**config.mk**
```make
export PLATFORM = sky130hd
export DESIGN_NAME = acquisition_timing_config
export DESIGN_NICKNAME = d
export VERILOG_FILES = /design/src/common/acq_cfg_pkg.sv /design/src/acquisition_timing_config.sv /design/src/settle_timer.sv
export SDC_FILE = /design/constraint.sdc
export NUM_CORES = 1
export LEC_CHECK = 0
export BUFFER_PORTS_ARGS = -buffer_cell sky130_fd_sc_hd__buf_2
export CORE_MARGIN = 4
export CORE_UTILIZATION = 51
export DETAILED_ROUTE_END_ITERATION = 8
export GPL_ROUTABILITY_DRIVEN = 0
export PLACE_DENSITY = 0.91
export SYNTH_ARGS = -nofsm -noshare
export SYNTH_HDL_FRONTEND = slang
export SYNTH_HIERARCHICAL = 1
export SYNTH_SLANG_ARGS = --single-unit
```
**constraint.sdc**
```tcl
create_clock -name clk_i -period 2.7 [get_ports clk_i]
set_clock_uncertainty 0.1 [all_clocks]
set_input_delay 0.135 -clock clk_i [delete_from_list [all_inputs] [get_ports clk_i]]
set_output_delay 0.135 -clock clk_i [all_outputs]
set_load 0.005 [all_outputs]
```
**src/common/acq_cfg_pkg.sv**
```systemverilog
// Purpose: Constants and types shared by the acquisition timing block
// Assumes: 40 MHz system clock, APB register access
// Notes:   Register offsets are word indices; byte address is four times
package acq_cfg_pkg;

  // ----------------------------------------------------------------
  // Register map
  // ----------------------------------------------------------------
  localparam logic [7:0] IDX_AUX_SETTLE_TIME = 8'h61;
  localparam logic [7:0] IDX_ACQUISITION_CONFIG = 8'h62;
  localparam logic [7:0] IDX_ALERT_STATUS = 8'h70;
  localparam logic [7:0] IDX_ALERT_MASK = 8'h71;
  localparam logic [7:0] IDX_SCAN_STATUS = 8'h72;
  localparam int unsigned ADDR_LSB = 2;
  localparam int unsigned ADDR_W = 10;

  // ----------------------------------------------------------------
  // Field layout
  // ----------------------------------------------------------------
  localparam int unsigned SETTLE_W = 10;
  localparam int unsigned BIT_STUCK_EN = 15;
  localparam int unsigned BIT_CAL_EN = 14;
  localparam int unsigned BIT_COMPACC_EN = 13;
  localparam int unsigned OVERSAMPLE_FREQ_SEL_HI = 12;
  localparam int unsigned OVERSAMPLE_FREQ_SEL_LO = 11;
  localparam int unsigned BIAS_HI = 10;
  localparam int unsigned BIAS_LO = 9;
  localparam logic [15:0] ACQ_CFG_MASK = 16'hFE00;
  localparam logic [15:0] ACQ_CFG_RESET = 16'h0000;
  localparam logic [9:0] SETTLE_RESET = 10'h000;

  // Alert bits in the status and mask registers
  localparam int unsigned ALERT_W = 4;
  localparam int unsigned AL_ZS = 0;
  localparam int unsigned AL_FS = 1;
  localparam int unsigned AL_CHI = 2;
  localparam int unsigned AL_CLO = 3;

  // ----------------------------------------------------------------
  // Encodings
  // ----------------------------------------------------------------
  localparam logic [2:0] SCAN_COMP_ONLY = 3'h2;
  localparam logic [2:0] SCAN_ADC_COMP = 3'h1;
  localparam logic [2:0] OVS_OFF = 3'h0;
  localparam logic [11:0] ADC_ZERO_SCALE = 12'h000;
  localparam logic [11:0] ADC_FULL_SCALE = 12'hFFF;

  typedef enum logic [1:0] {
    RATE_MAX,
    RATE_1600,
    RATE_1920
  } rate_sel_e;

  // ----------------------------------------------------------------
  // Timing
  // ----------------------------------------------------------------
  localparam int unsigned CLK_HZ = 40_000_000;
  localparam int unsigned SETTLE_STEP_US = 6;
  localparam int unsigned STEP_CYCLES = SETTLE_STEP_US * (CLK_HZ / 1_000_000);
  localparam int unsigned STEP_CNT_W = $clog2(STEP_CYCLES);
  localparam logic [STEP_CNT_W-1:0] STEP_LAST = STEP_CNT_W'(STEP_CYCLES - 1);

endpackage : acq_cfg_pkg

```
**src/acquisition_timing_config.sv**
```systemverilog
// Purpose: Acquisition configuration, settling delay and self-test alerts
// Assumes: One clock, synchronous reset, APB register slave
// Notes:   Measurement datapath and sequencer sit outside this block
//
// Contract
// RQ1 - Settling lasts the 10-bit count times 6 us, from 0 to 6.138 ms.
// RQ2 - The settling interval opens every requested scan before measuring.
// RQ3 - The pump is refreshed while settling runs with no measurement active.
// RQ4 - In automatic bias mode the bias pin stays off until acquisition.
// RQ5 - With stuck check on, ADC scans end with zero- then full-scale tests.
// RQ6 - Zero-scale result not 000 or full-scale not FFF raises its alert.
// RQ7 - Calibration is applied to scan results only while its bit is set.
// RQ8 - With accuracy check on, comparator scans end with a limit test.
// RQ9 - An unexpected comparator test raises the high or low alert.
// RQ10 - Frequency field 00 is free-running, 01 is 1.60 kHz, 1x is 1.92 kHz.
// RQ11 - The selected rate applies only when oversampling count is not 000.
// RQ12 - With 00 the rate is the maximum set by the enabled features.
// RQ13 - Bias mode 0x closes during acquisition, 10 open, 11 closed.
// RQ14 - Settling count and all fields are sampled at each scan start.
//
// Register access over APB was decided locally.
`timescale 1ns/1ps
module acquisition_timing_config
  import acq_cfg_pkg::*;
(
  input  wire logic              clk_i,
  input  wire logic              rst_i,
  // APB slave
  input  wire logic              psel_i,
  input  wire logic              penable_i,
  input  wire logic              pwrite_i,
  input  wire logic [ADDR_W-1:0] paddr_i,
  input  wire logic [31:0]       pwdata_i,
  input  wire logic [3:0]        pstrb_i,
  output logic [31:0]            prdata_o,
  output logic                   pready_o,
  output logic                   pslverr_o,
  // Sequencer side
  input  wire logic              scan_req_i,
  input  wire logic [2:0]        scan_type_sel_i,
  input  wire logic [2:0]        oversample_count_sel_i,
  input  wire logic              meas_active_i,
  input  wire logic              seq_done_i,
  output logic                   settle_busy_o,
  output logic                   measure_go_o,
  output logic                   high_voltage_pump_o,
  output logic                   bias_output_pin_o,
  output logic                   adc_cal_apply_o,
  output logic [1:0]             rate_sel_o,
  // Self-test path
  output logic                   force_zero_o,
  output logic                   force_full_o,
  output logic                   comp_test_o,
  input  wire logic              test_valid_i,
  input  wire logic [11:0]       adc_result_i,
  input  wire logic              comp_above_high_i,
  input  wire logic              comp_below_low_i,
  output logic                   test_done_o,
  output logic                   irq_o
);

  typedef enum logic [2:0] {
    ST_IDLE,
    ST_SETTLE,
    ST_MEASURE,
    ST_TEST_ZS,
    ST_TEST_FS,
    ST_TEST_COMP
  } seq_state_e;

  // ----------------------------------------------------------------
  // Registers
  // ----------------------------------------------------------------
  logic [SETTLE_W-1:0] aux_settle_count;
  logic [15:0]         acquisition_config;
  logic [ALERT_W-1:0]  alert_status;
  logic [ALERT_W-1:0]  alert_mask;

  // Snapshot taken at scan start
  logic [15:0]         cfg_snap;
  logic [2:0]          type_snap;
  logic [2:0]          ovs_snap;

  seq_state_e          state;
  seq_state_e          next_state;
  logic                timer_busy;
  logic                timer_done;

  // ----------------------------------------------------------------
  // APB decode
  // ----------------------------------------------------------------
  wire [7:0] word_idx = paddr_i[ADDR_LSB +: 8];
  wire       access   = psel_i && penable_i;
  wire       wr_en    = access && pwrite_i;
  wire       hit_aux  = (word_idx == IDX_AUX_SETTLE_TIME);
  wire       hit_acq  = (word_idx == IDX_ACQUISITION_CONFIG);
  wire       hit_stat = (word_idx == IDX_ALERT_STATUS);
  wire       hit_mask = (word_idx == IDX_ALERT_MASK);
  wire       hit_scan = (word_idx == IDX_SCAN_STATUS);
  wire       mapped   = hit_aux || hit_acq || hit_stat || hit_mask
                        || hit_scan;
  wire       wr_lo    = wr_en && pstrb_i[0];
  wire       wr_hi    = wr_en && pstrb_i[1];

  wire [15:0] wdata16 = pwdata_i[15:0];
  wire [15:0] next_acq = {wr_hi ? wdata16[15:8] : acquisition_config[15:8],
                          wr_lo ? wdata16[7:0] : acquisition_config[7:0]}
                         & ACQ_CFG_MASK;
  wire [SETTLE_W-1:0] next_aux =
    {wr_hi ? wdata16[9:8] : aux_settle_count[9:8],
     wr_lo ? wdata16[7:0] : aux_settle_count[7:0]};

  wire [31:0] rd_aux  = {22'h0, aux_settle_count};
  wire [31:0] rd_acq  = {16'h0000, acquisition_config};
  wire [31:0] rd_stat = {28'h000_0000, alert_status};
  wire [31:0] rd_mask = {28'h000_0000, alert_mask};
  wire [31:0] rd_scan = {29'h0, timer_busy,
                         (state != ST_IDLE), (state >= ST_TEST_ZS)};
  wire [31:0] rd_mux  = hit_aux  ? rd_aux  :
                        hit_acq  ? rd_acq  :
                        hit_stat ? rd_stat :
                        hit_mask ? rd_mask :
                        hit_scan ? rd_scan : 32'h0000_0000;

  assign pready_o  = 1'b1;
  assign pslverr_o = access && !mapped;

  always_ff @(posedge clk_i) begin
    if (rst_i) begin
      prdata_o <= 32'h0000_0000;
    end else if (psel_i && !penable_i && !pwrite_i) begin
      prdata_o <= rd_mux;
    end
  end

  always_ff @(posedge clk_i) begin
    if (rst_i) begin
      aux_settle_count   <= SETTLE_RESET;
      acquisition_config <= ACQ_CFG_RESET;
      alert_mask         <= '0;
    end else begin
      if (hit_aux) begin
        aux_settle_count <= next_aux;
      end
      if (hit_acq) begin
        acquisition_config <= next_acq;
      end
      if (hit_mask && wr_lo) begin
        alert_mask <= wdata16[ALERT_W-1:0];
      end
    end
  end

  // ----------------------------------------------------------------
  // Scan sequence
  // ----------------------------------------------------------------
  wire is_adc_scan  = (type_snap != SCAN_COMP_ONLY); // RQ5
  wire is_comp_scan = (type_snap == SCAN_ADC_COMP)
                      || (type_snap == SCAN_COMP_ONLY); // RQ8
  wire stuck_on     = cfg_snap[BIT_STUCK_EN] && is_adc_scan;
  wire comp_on      = cfg_snap[BIT_COMPACC_EN] && is_comp_scan;
  wire start_scan   = (state == ST_IDLE) && scan_req_i;

  settle_timer u_settle_timer (
    .clk_i   (clk_i),
    .rst_i   (rst_i),
    .load_i  (start_scan), // RQ2
    .count_i (aux_settle_count), // RQ1
    .busy_o  (timer_busy),
    .done_o  (timer_done)
  );

  always_comb begin
    next_state = state;
    unique case (state)
      ST_IDLE:    if (scan_req_i) next_state = ST_SETTLE; // RQ2
      ST_SETTLE:  if (timer_done) next_state = ST_MEASURE;
      ST_MEASURE: begin
        if (seq_done_i) begin
          next_state = stuck_on ? ST_TEST_ZS : // RQ5
                       comp_on  ? ST_TEST_COMP : ST_IDLE; // RQ8
        end
      end
      ST_TEST_ZS: if (test_valid_i) next_state = ST_TEST_FS;
      ST_TEST_FS: begin
        if (test_valid_i) next_state = comp_on ? ST_TEST_COMP : ST_IDLE;
      end
      ST_TEST_COMP: if (test_valid_i) next_state = ST_IDLE;
      default:    next_state = ST_IDLE;
    endcase
  end

  always_ff @(posedge clk_i) begin
    if (rst_i) begin
      state <= ST_IDLE;
    end else begin
      state <= next_state;
    end
  end

  always_ff @(posedge clk_i) begin
    if (rst_i) begin
      cfg_snap  <= ACQ_CFG_RESET;
      type_snap <= '0;
      ovs_snap  <= OVS_OFF;
    end else if (start_scan) begin
      cfg_snap  <= acquisition_config; // RQ14
      type_snap <= scan_type_sel_i;
      ovs_snap  <= oversample_count_sel_i;
    end
  end

  // ----------------------------------------------------------------
  // Alerts: set wins over write-one-to-clear
  // ----------------------------------------------------------------
  wire zs_bad = (state == ST_TEST_ZS) && test_valid_i
                && (adc_result_i != ADC_ZERO_SCALE); // RQ6
  wire fs_bad = (state == ST_TEST_FS) && test_valid_i
                && (adc_result_i != ADC_FULL_SCALE); // RQ6
  wire c_test = (state == ST_TEST_COMP) && test_valid_i;
  wire [ALERT_W-1:0] alert_set;
  assign alert_set[AL_ZS]  = zs_bad;
  assign alert_set[AL_FS]  = fs_bad;
  assign alert_set[AL_CHI] = c_test && comp_above_high_i; // RQ9
  assign alert_set[AL_CLO] = c_test && comp_below_low_i; // RQ9
  wire [ALERT_W-1:0] alert_clr = (hit_stat && wr_lo) ?
                                 wdata16[ALERT_W-1:0] : '0;

  always_ff @(posedge clk_i) begin
    if (rst_i) begin
      alert_status <= '0;
    end else begin
      alert_status <= (alert_status & ~alert_clr) | alert_set;
    end
  end

  // A set mask bit hides its alert from the interrupt
  assign irq_o = |(alert_status & ~alert_mask);

  // ----------------------------------------------------------------
  // Outputs to the measurement engine
  // ----------------------------------------------------------------
  wire [1:0] bias_mode = cfg_snap[BIAS_HI:BIAS_LO];
  wire [1:0] oversample_freq_sel      = cfg_snap[OVERSAMPLE_FREQ_SEL_HI:OVERSAMPLE_FREQ_SEL_LO];
  wire       acq_on    = (state != ST_IDLE);
  wire       ovs_on    = (ovs_snap != OVS_OFF); // RQ11
  wire [1:0] rate_pick = !oversample_freq_sel[1] && !oversample_freq_sel[0] ? RATE_MAX : // RQ12
                         !oversample_freq_sel[1] ? RATE_1600 : RATE_1920; // RQ10

  always_ff @(posedge clk_i) begin
    if (rst_i) begin
      bias_output_pin_o   <= 1'b0;
      high_voltage_pump_o <= 1'b0;
      rate_sel_o          <= RATE_MAX;
      adc_cal_apply_o     <= 1'b0;
    end else begin
      bias_output_pin_o   <= bias_mode[1] ? bias_mode[0] : acq_on; // RQ13 RQ4
      high_voltage_pump_o <= (state == ST_SETTLE) && !meas_active_i; // RQ3
      rate_sel_o          <= ovs_on ? rate_pick : RATE_MAX; // RQ11
      adc_cal_apply_o     <= cfg_snap[BIT_CAL_EN]; // RQ7
    end
  end

  assign settle_busy_o = (state == ST_SETTLE);
  assign measure_go_o  = (state == ST_MEASURE);
  assign force_zero_o  = (state == ST_TEST_ZS);
  assign force_full_o  = (state == ST_TEST_FS);
  assign comp_test_o   = (state == ST_TEST_COMP);
  assign test_done_o   = (state != ST_IDLE) && (next_state == ST_IDLE);

endmodule : acquisition_timing_config

```
**src/settle_timer.sv**
```systemverilog
// Purpose: Settling delay counter in 6 us steps
// Assumes: Count loaded once per scan
// Notes:   A count of zero finishes in the cycle after the load
`timescale 1ns/1ps
module settle_timer
  import acq_cfg_pkg::*;
(
  input  wire logic                clk_i,
  input  wire logic                rst_i,
  input  wire logic                load_i,
  input  wire logic [SETTLE_W-1:0] count_i,
  output logic                     busy_o,
  output logic                     done_o
);

  logic [STEP_CNT_W-1:0] step_cnt;
  logic [SETTLE_W-1:0]   steps_left;
  logic                  running;

  wire step_tick = running && (step_cnt == STEP_LAST);
  wire last_step = step_tick && (steps_left == SETTLE_W'(1));
  wire zero_done = running && (steps_left == '0);

  always_ff @(posedge clk_i) begin
    if (rst_i || load_i || !running || step_tick) begin
      step_cnt <= '0;
    end else begin
      step_cnt <= step_cnt + STEP_CNT_W'(1);
    end
  end

  always_ff @(posedge clk_i) begin
    if (rst_i) begin
      running    <= 1'b0;
      steps_left <= '0;
      done_o     <= 1'b0;
    end else if (load_i) begin
      running    <= 1'b1;
      steps_left <= count_i;
      done_o     <= 1'b0;
    end else begin
      done_o <= last_step || zero_done;
      if (last_step || zero_done) begin
        running <= 1'b0;
      end
      if (step_tick) begin
        steps_left <= steps_left - SETTLE_W'(1);
      end
    end
  end

  assign busy_o = running;

endmodule : settle_timer

```
# [Yosys cells after proc, flatten, opt, wreduce, memory -nomap -nowiden]
# Index checks and enable logic that the tools add are counted.
[classes] n_bitwise=6 order_cmp=1 reduce_logical=55 mux=21 n_eq_ne=16 add_sub_neg=2
[op_table] op="equality test 8 x 7 -> 1 bit (second input constant)" n=5
[op_table] op="2-to-1 mux 16 bit" n=2
[op_table] op="2-to-1 mux 3 bit" n=9
[op_table] op="logical AND 1 bit" n=25
[op_table] op="2-to-1 mux 10 bit" n=2
[op_table] op="case mux 3 bit (6 select lines)" n=1
[op_table] op="2-to-1 mux 4 bit" n=3
[op_table] op="!= test 12 bit (second input constant)" n=1
[op_table] op="nonzero test 12 bit" n=1
[op_table] op="equality test 10 x 1 -> 1 bit (second input constant)" n=1
[op_table] op="logical NOT 10 bit" n=1
[op_table] op="subtractor 10 x 1 -> 10 bit (second input constant)" n=1
[op_table] op="equality test 3 x 2 -> 1 bit (second input constant)" n=3
[op_table] op="logical OR 1 bit" n=9
[op_table] op="adder 8 x 1 -> 8 bit (second input constant)" n=1
[op_table] op="bitwise AND 4 bit" n=2
[op_table] op="equality test 8 bit (second input constant)" n=1
[op_table] op="NOT 4 bit" n=2
[op_table] op="logical NOT 1 bit" n=7
[op_table] op="equality test 3 x 1 -> 1 bit (second input constant)" n=2
[op_table] op="equality test 3 bit (second input constant)" n=2
[op_table] op="logical NOT 3 bit" n=2
[op_table] op="AND reduction 2 bit" n=3
[op_table] op="nonzero test 3 bit" n=2
[op_table] op="other kinds (10)" n=13
[totals] input_bits=75 wordCells=119 ff_bits=98 out_inout_bits=46

# [Longest topological paths before layout]
[depth] depth_word=9 ltp_mapped=9 mapped_depth_nobuf=6

# [By module]
# The synthesis kept the hierarchy.
[by_module_without_submodules] module="acquisition_timing_config" area_per_inst_um2=2929.1 n_inst=1 seq_area_each_um2=1241.2 cells_per_inst=344
[by_module_without_submodules] module="settle_timer" area_per_inst_um2=1022.2 n_inst=1 seq_area_each_um2=400.4 cells_per_inst=110

# [Least setup slack after synthesis]
# OpenSTA, ideal clock, no wires.
[synth_path] path_type="reg-to-reg" start="reg state[1]" end="reg u_settle_timer.steps_left[8]" path_buffers=3 arrival_ps=1974 required_ps=2467 path_slack_ps=493 path_stages_with_launch=10 setup_ps=133 period_less_slack_ps=2207 cell_sequence="dfxtp_1 > clkbuf_1 > nor3_1 > nand2_1 > inv_1 > buf_1 > inv_1 > clkbuf_1 > o21ai_0 > a21oi_1"
[synth_between] elab_chain_len=3 word_cells_on_any_way=4 cone_classes="mux: 1; reduce/logical: 3"
[synth_lines] item="from (decl)" line_no="acquisition_timing_config.sv:84" rtl="seq_state_e state;"
[synth_lines] item="from (signal assigned)" line_no="acquisition_timing_config.sv:197" rtl="state <= next_state;"
[synth_lines] item="logical NOT 3 bit (*)" line_no="acquisition_timing_config.sv:162" rtl="wire start_scan = (state == ST_IDLE) && scan_req_i;"
[synth_lines] item="logical AND 1 bit (*)" line_no="acquisition_timing_config.sv:162"
[synth_lines] item="named net start_scan" line_no="acquisition_timing_config.sv:162"
[synth_lines] item="2-to-1 mux 10 bit or nonzero test 2 bit (tied branches)"
[synth_lines] item="to (signal assigned)" line_no="settle_timer.sv:39" rtl="steps_left <= count_i;"
[synth_lines] item="to (signal assigned)" line_no="settle_timer.sv:47" rtl="steps_left <= steps_left - SETTLE_W'(1);"
[synth_lines] item="to (decl)" line_no="settle_timer.sv:17" rtl="logic [SETTLE_W-1:0] steps_left;"
# Mark *: on every way through the listed nets, which the timed path passes. The rest lies on a longest branch.
# A chain may end at the register's enable or synchronous reset.

# [Worst setup path after layout]
[layout_path] start="reg type_snap[1]" end="out test_done_o"
[layout_between] elab_chain_len=9 word_cells_on_any_way=13 cone_classes="eq/ne: 3; mux: 5; reduce/logical: 5"
[layout_lines] item="from (decl)" line_no="acquisition_timing_config.sv:81" rtl="logic [2:0] type_snap;"
[layout_lines] item="from (signal assigned)" line_no="acquisition_timing_config.sv:208" rtl="type_snap <= scan_type_sel_i;"
[layout_lines] item="equality test 3 x 1 -> 1 bit or equality test 3 x 2 -> 1 bit (tied branches)" line_no="acquisition_timing_config.sv:158, acquisition_timing_config.sv:159"
[layout_lines] item="logical OR 1 bit" line_no="acquisition_timing_config.sv:159" rtl="|| (type_snap == SCAN_COMP_ONLY);"
[layout_lines] item="logical AND 1 bit" line_no="acquisition_timing_config.sv:161" rtl="wire comp_on = cfg_snap[BIT_COMPACC_EN] && is_comp_scan;"
[layout_lines] item="2-to-1 mux 3 bit" line_no="acquisition_timing_config.sv:181, acquisition_timing_config.sv:186"
[layout_lines] item="2-to-1 mux 3 bit" line_no="acquisition_timing_config.sv:180" rtl="next_state = stuck_on ? ST_TEST_ZS :"
[layout_lines] item="2-to-1 mux 3 bit" line_no="acquisition_timing_config.sv:179" rtl="if (seq_done_i) begin"
[layout_lines] item="case mux 3 bit (6 select lines) (*)" line_no="acquisition_timing_config.sv:175" rtl="unique case (state)"
[layout_lines] item="logical NOT 3 bit (*)" line_no="acquisition_timing_config.sv:269" rtl="assign test_done_o = (state != ST_IDLE) && (next_state == ST_IDLE);"
[layout_lines] item="logical AND 1 bit (*)" line_no="acquisition_timing_config.sv:269"
[layout_lines] item="to (decl)" line_no="acquisition_timing_config.sv:58" rtl="output logic test_done_o,"
# Mark *: on every way between the ends. The rest lies on a longest branch, timed or not.

==> flow_summary.json <==
{
  "synth_seq_cells": 82,
  "dr.first_iter.drc_count": 418,
  "grt_usage_pct": 23.3,
  "critPathSlowestCell": "a2111oi_0",
  "cts_tree": "yes",
  "cts.sinks": 82,
  "hold_slack_ns": 0.0159,
  "synth_edf_count": 0,
  "first_global_vias": 3667,
  "rows": 31,
  "cts-root-buf": "clkbuf_8",
  "maxSlewHeadroom_pct": 49.1,
  "synth.area.top_cells": "dfxtp_1 (42%), mux2i_1 (5.6%), nor2_1 (5.3%)",
  "multi_input_area_sq_um": 2090,
  "yosysSeqAreaShare_pct": 41.5,
  "core_sq_um": 7410,
  "layout_min_cycle_time_ns": 2.44,
  "nNetsFinal": 636,
  "stdcell_area_sq_um": 4870,
  "netlist.area_leader.share_pct": 41.5,
  "via_count": 3771,
  "drt-total-wl_um": 10300,
  "synthesis.area_sq_um": 3950,
  "dieWidth_um": 96.0,
  "fmax_ghz": 0.410,
  "arrival_ns": 2.21,
  "synthArstFlopShare_pct": 0,
  "seq_area_sq_um": 1640,
  "grt_max_degree": 31,
  "path_cells": "or3b_2 > a2111oi_0 > nor3_1 > o2111a_1 > buf_2",
  "power_frac_clock_pct": 40.4,
  "yosysWarnings": 6,
  "syn_area_per_cell_sq_um": 8.70,
  "switchingPower_uw": 652,
  "power_frac_seq_pct": 49.1,
  "synthCells": 454,
  "p_int_mw": 1.91,
  "hp-class": "primary input to flip-flop",
  "rsz0062_at_grt": "false",
  "start_util_pct": 53.3,
  "antennaDiodeCount": 0,
  "portBuffers": 83,
  "cts-htree-levels": 3,
  "firstDrtPassIters": 6,
  "totalNegativeSetupSlack_ns": 0,
  "drc": 0,
  "utilization_pct": 65.7,
  "p_per_area_nw_per_um2": 526,
  "dieArea_sq_um": 9220,
  "cts_inserted_buffers": 9,
  "ios": 121,
  "overflow": 0,
  "place_area_sq_um": 4380,
  "rrSetupSlack_ns": 0.80,
  "setup-violations-final": 0,
  "slew_violations": 0,
  "fin_crit_sh_pct": 90.4,
  "maxCapViolations": 0,
  "worstSetupEndpointType": "output port",
  "power_leakage_nw": 1.93,
  "crit_path_start_kind": "flip-flop",
  "crit_required_ns": 2.47,
  "routedWlPerCell_um": 15.6,
  "cts.hold.buffers_added": 25,
  "drive_gt1_share_pct": 22.9,
  "vias_per_cell": 5.70,
  "critPathKind": "flip-flop to output port",
  "pwr-share-comb_pct": 10.5,
  "hold_viol": 0,
  "yosys.area.top_type": "dfxtp_1",
  "ir_drop_v": 0.000367,
  "critPathMaxStageDelay_ns": 0.52,
  "insertion_delay_ns": 0.35,
  "post_cts_resized": 0,
  "antenna_found_initial": 0,
  "worstPathMaxFanout": 4,
  "tightest_slew_ns": 0.758,
  "status": "finished clean",
  "postRouteAntennaNets": 0,
  "clockBufferDepth": 2,
  "dpl.hpwl_um": 7050,
  "swShare_pct": 25.5,
  "clkTransAtPathRegs_ns": 0.09,
  "grt_pass1_wl_um": 16900,
  "area_growth_pct": 23.1,
  "cts_setup_buffers": 0,
  "nFillCells": 524,
  "die_h_um": 96.0,
  "synthDistinctLibCells": 61,
  "synth_flop_cell": "dfxtp_1"
}
## final cells by class
| class | instances | share of cell area, % |
|---|---|---|
| multi-input cells | 333 | 42.9 |
| flip-flops and latches | 82 | 33.7 |
| repair buffers | 114 | 14.6 |
| clock buffers | 10 | 2.83 |
| well taps | 99 | 2.55 |
| clock inverters | 6 | 1.98 |
| inverters | 18 | 1.39 |
## state kept, by name, summed over array words and instances (netlist names)
name / flops
prdata_o: 16
aux_settle_count: 10
u_settle_timer/steps_left: 10
u_settle_timer/step_cnt: 8
acquisition_config: 7
cfg_snap: 7
alert_mask: 4
alert_status: 4
ovs_snap: 3
state: 3
type_snap: 3
rate_sel_o: 2
adc_cal_apply_o: 1
bias_output_pin_o: 1
high_voltage_pump_o: 1
u_settle_timer/busy_o: 1
u_settle_timer/done_o: 1
## through the flow
stage | worst slack [ns] | cells | total power [mW]
6_report | 0.259 | 662 | 2.56
5_1_grt | 0.0924 | 662 | 2.65
4_1_cts | 0.243 | 662 | 2.57
3_5_place_dp | 0.678 | 621 | 1.51
3_3_place_gp | 0.777 | 621 | 1.50
2_1_floorplan | 0.493 | 469 | 1.44
## cells in the final DEF (no fill, tap or decap), types with 3 or more instances in the layout
cell type and count:
buf_2 83, dfxtp_1 82, nor2_1 56, nand2_1 50, a21oi_1 29, dlygate4sd3_1 25, mux2i_1 22, nor3_1 18
inv_1 18, conb_1 17, xnor2_1 12, o21ai_0 12, nor4_1 10, clkbuf_8 10, a22oi_1 8, a211oi_1 7
nand4_1 7, nand2b_1 6, or2_2 6, buf_4 6, nand3_1 5, nor3b_1 4, nor4_2 4, a21o_1 4
nor2b_1 3, a31oi_1 3, nor4_4 3, ha_1 3
## power by group through the flow
stage	combinational, mW	sequential, mW	clock, mW
after floorplan	0.162	1.28	0
after detailed placement	0.229	1.28	0
after CTS	0.259	1.25	1.05
after global placement	0.220	1.28	0
final	0.268	1.26	1.03
after global routing	0.292	1.26	1.10
## cell families after synthesis
kind of cell / count (synthesis) / synth area share, %
simple gates: 194 / 27.7
xor+xnor: 14 / 3.10
mux: 22 / 5.57
fa+ha+maj: 3 / 0.950
other cells: 2 / 0.190
compound gates: 83 / 13.9
buf+inv: 54 / 7.03
flops: 82 / 41.5
## final timing paths
| check | depth (start not counted) | start | to |
|---|---|---|---|
| worst max-delay path | 5 | type_snap[1] | test_done_o |
| worst min-delay path | 4 | adc_result_i[2] | alert_status[0] |
| worst max register to register | 5 | u_settle_timer/step_cnt[0] | u_settle_timer/steps_left[3] |
| worst min register to register | 1 | cfg_snap[12] | rate_sel_o[0] |
## critical path: cells and delay by family, from the launching register on
family | cells | cell delay [ns]
buf+inv | 1 | 0.12
simple gates | 2 | 0.67
flops | 1 | 0.38
compound gates | 2 | 0.68
## routing by layer
metal  GRT usage, %  up-vias  part of all wire [%]
met4           8.65        0                   2.1
met1           29.2     1747                    40
li1               -     1785                     -
met2           38.8      209                    49
met5              0        -                     0
met3           5.55       30                   7.9
## Yosys cell counts (all sizes together), types with 4 or more instances
library cell / count
a211oi: 8
a21o: 4
a21oi: 29
a22oi: 8
buf: 22
clkbuf: 14
dfxtp: 82
inv: 18
mux2i: 22
nand2: 50
nand2b: 6
nand3: 5
nand4: 8
nor2: 56
nor3: 20
nor3b: 4
nor4: 17
o21ai: 12
or2: 6
or3b: 4
xnor2: 12
(Power assumes the default switching activity.)
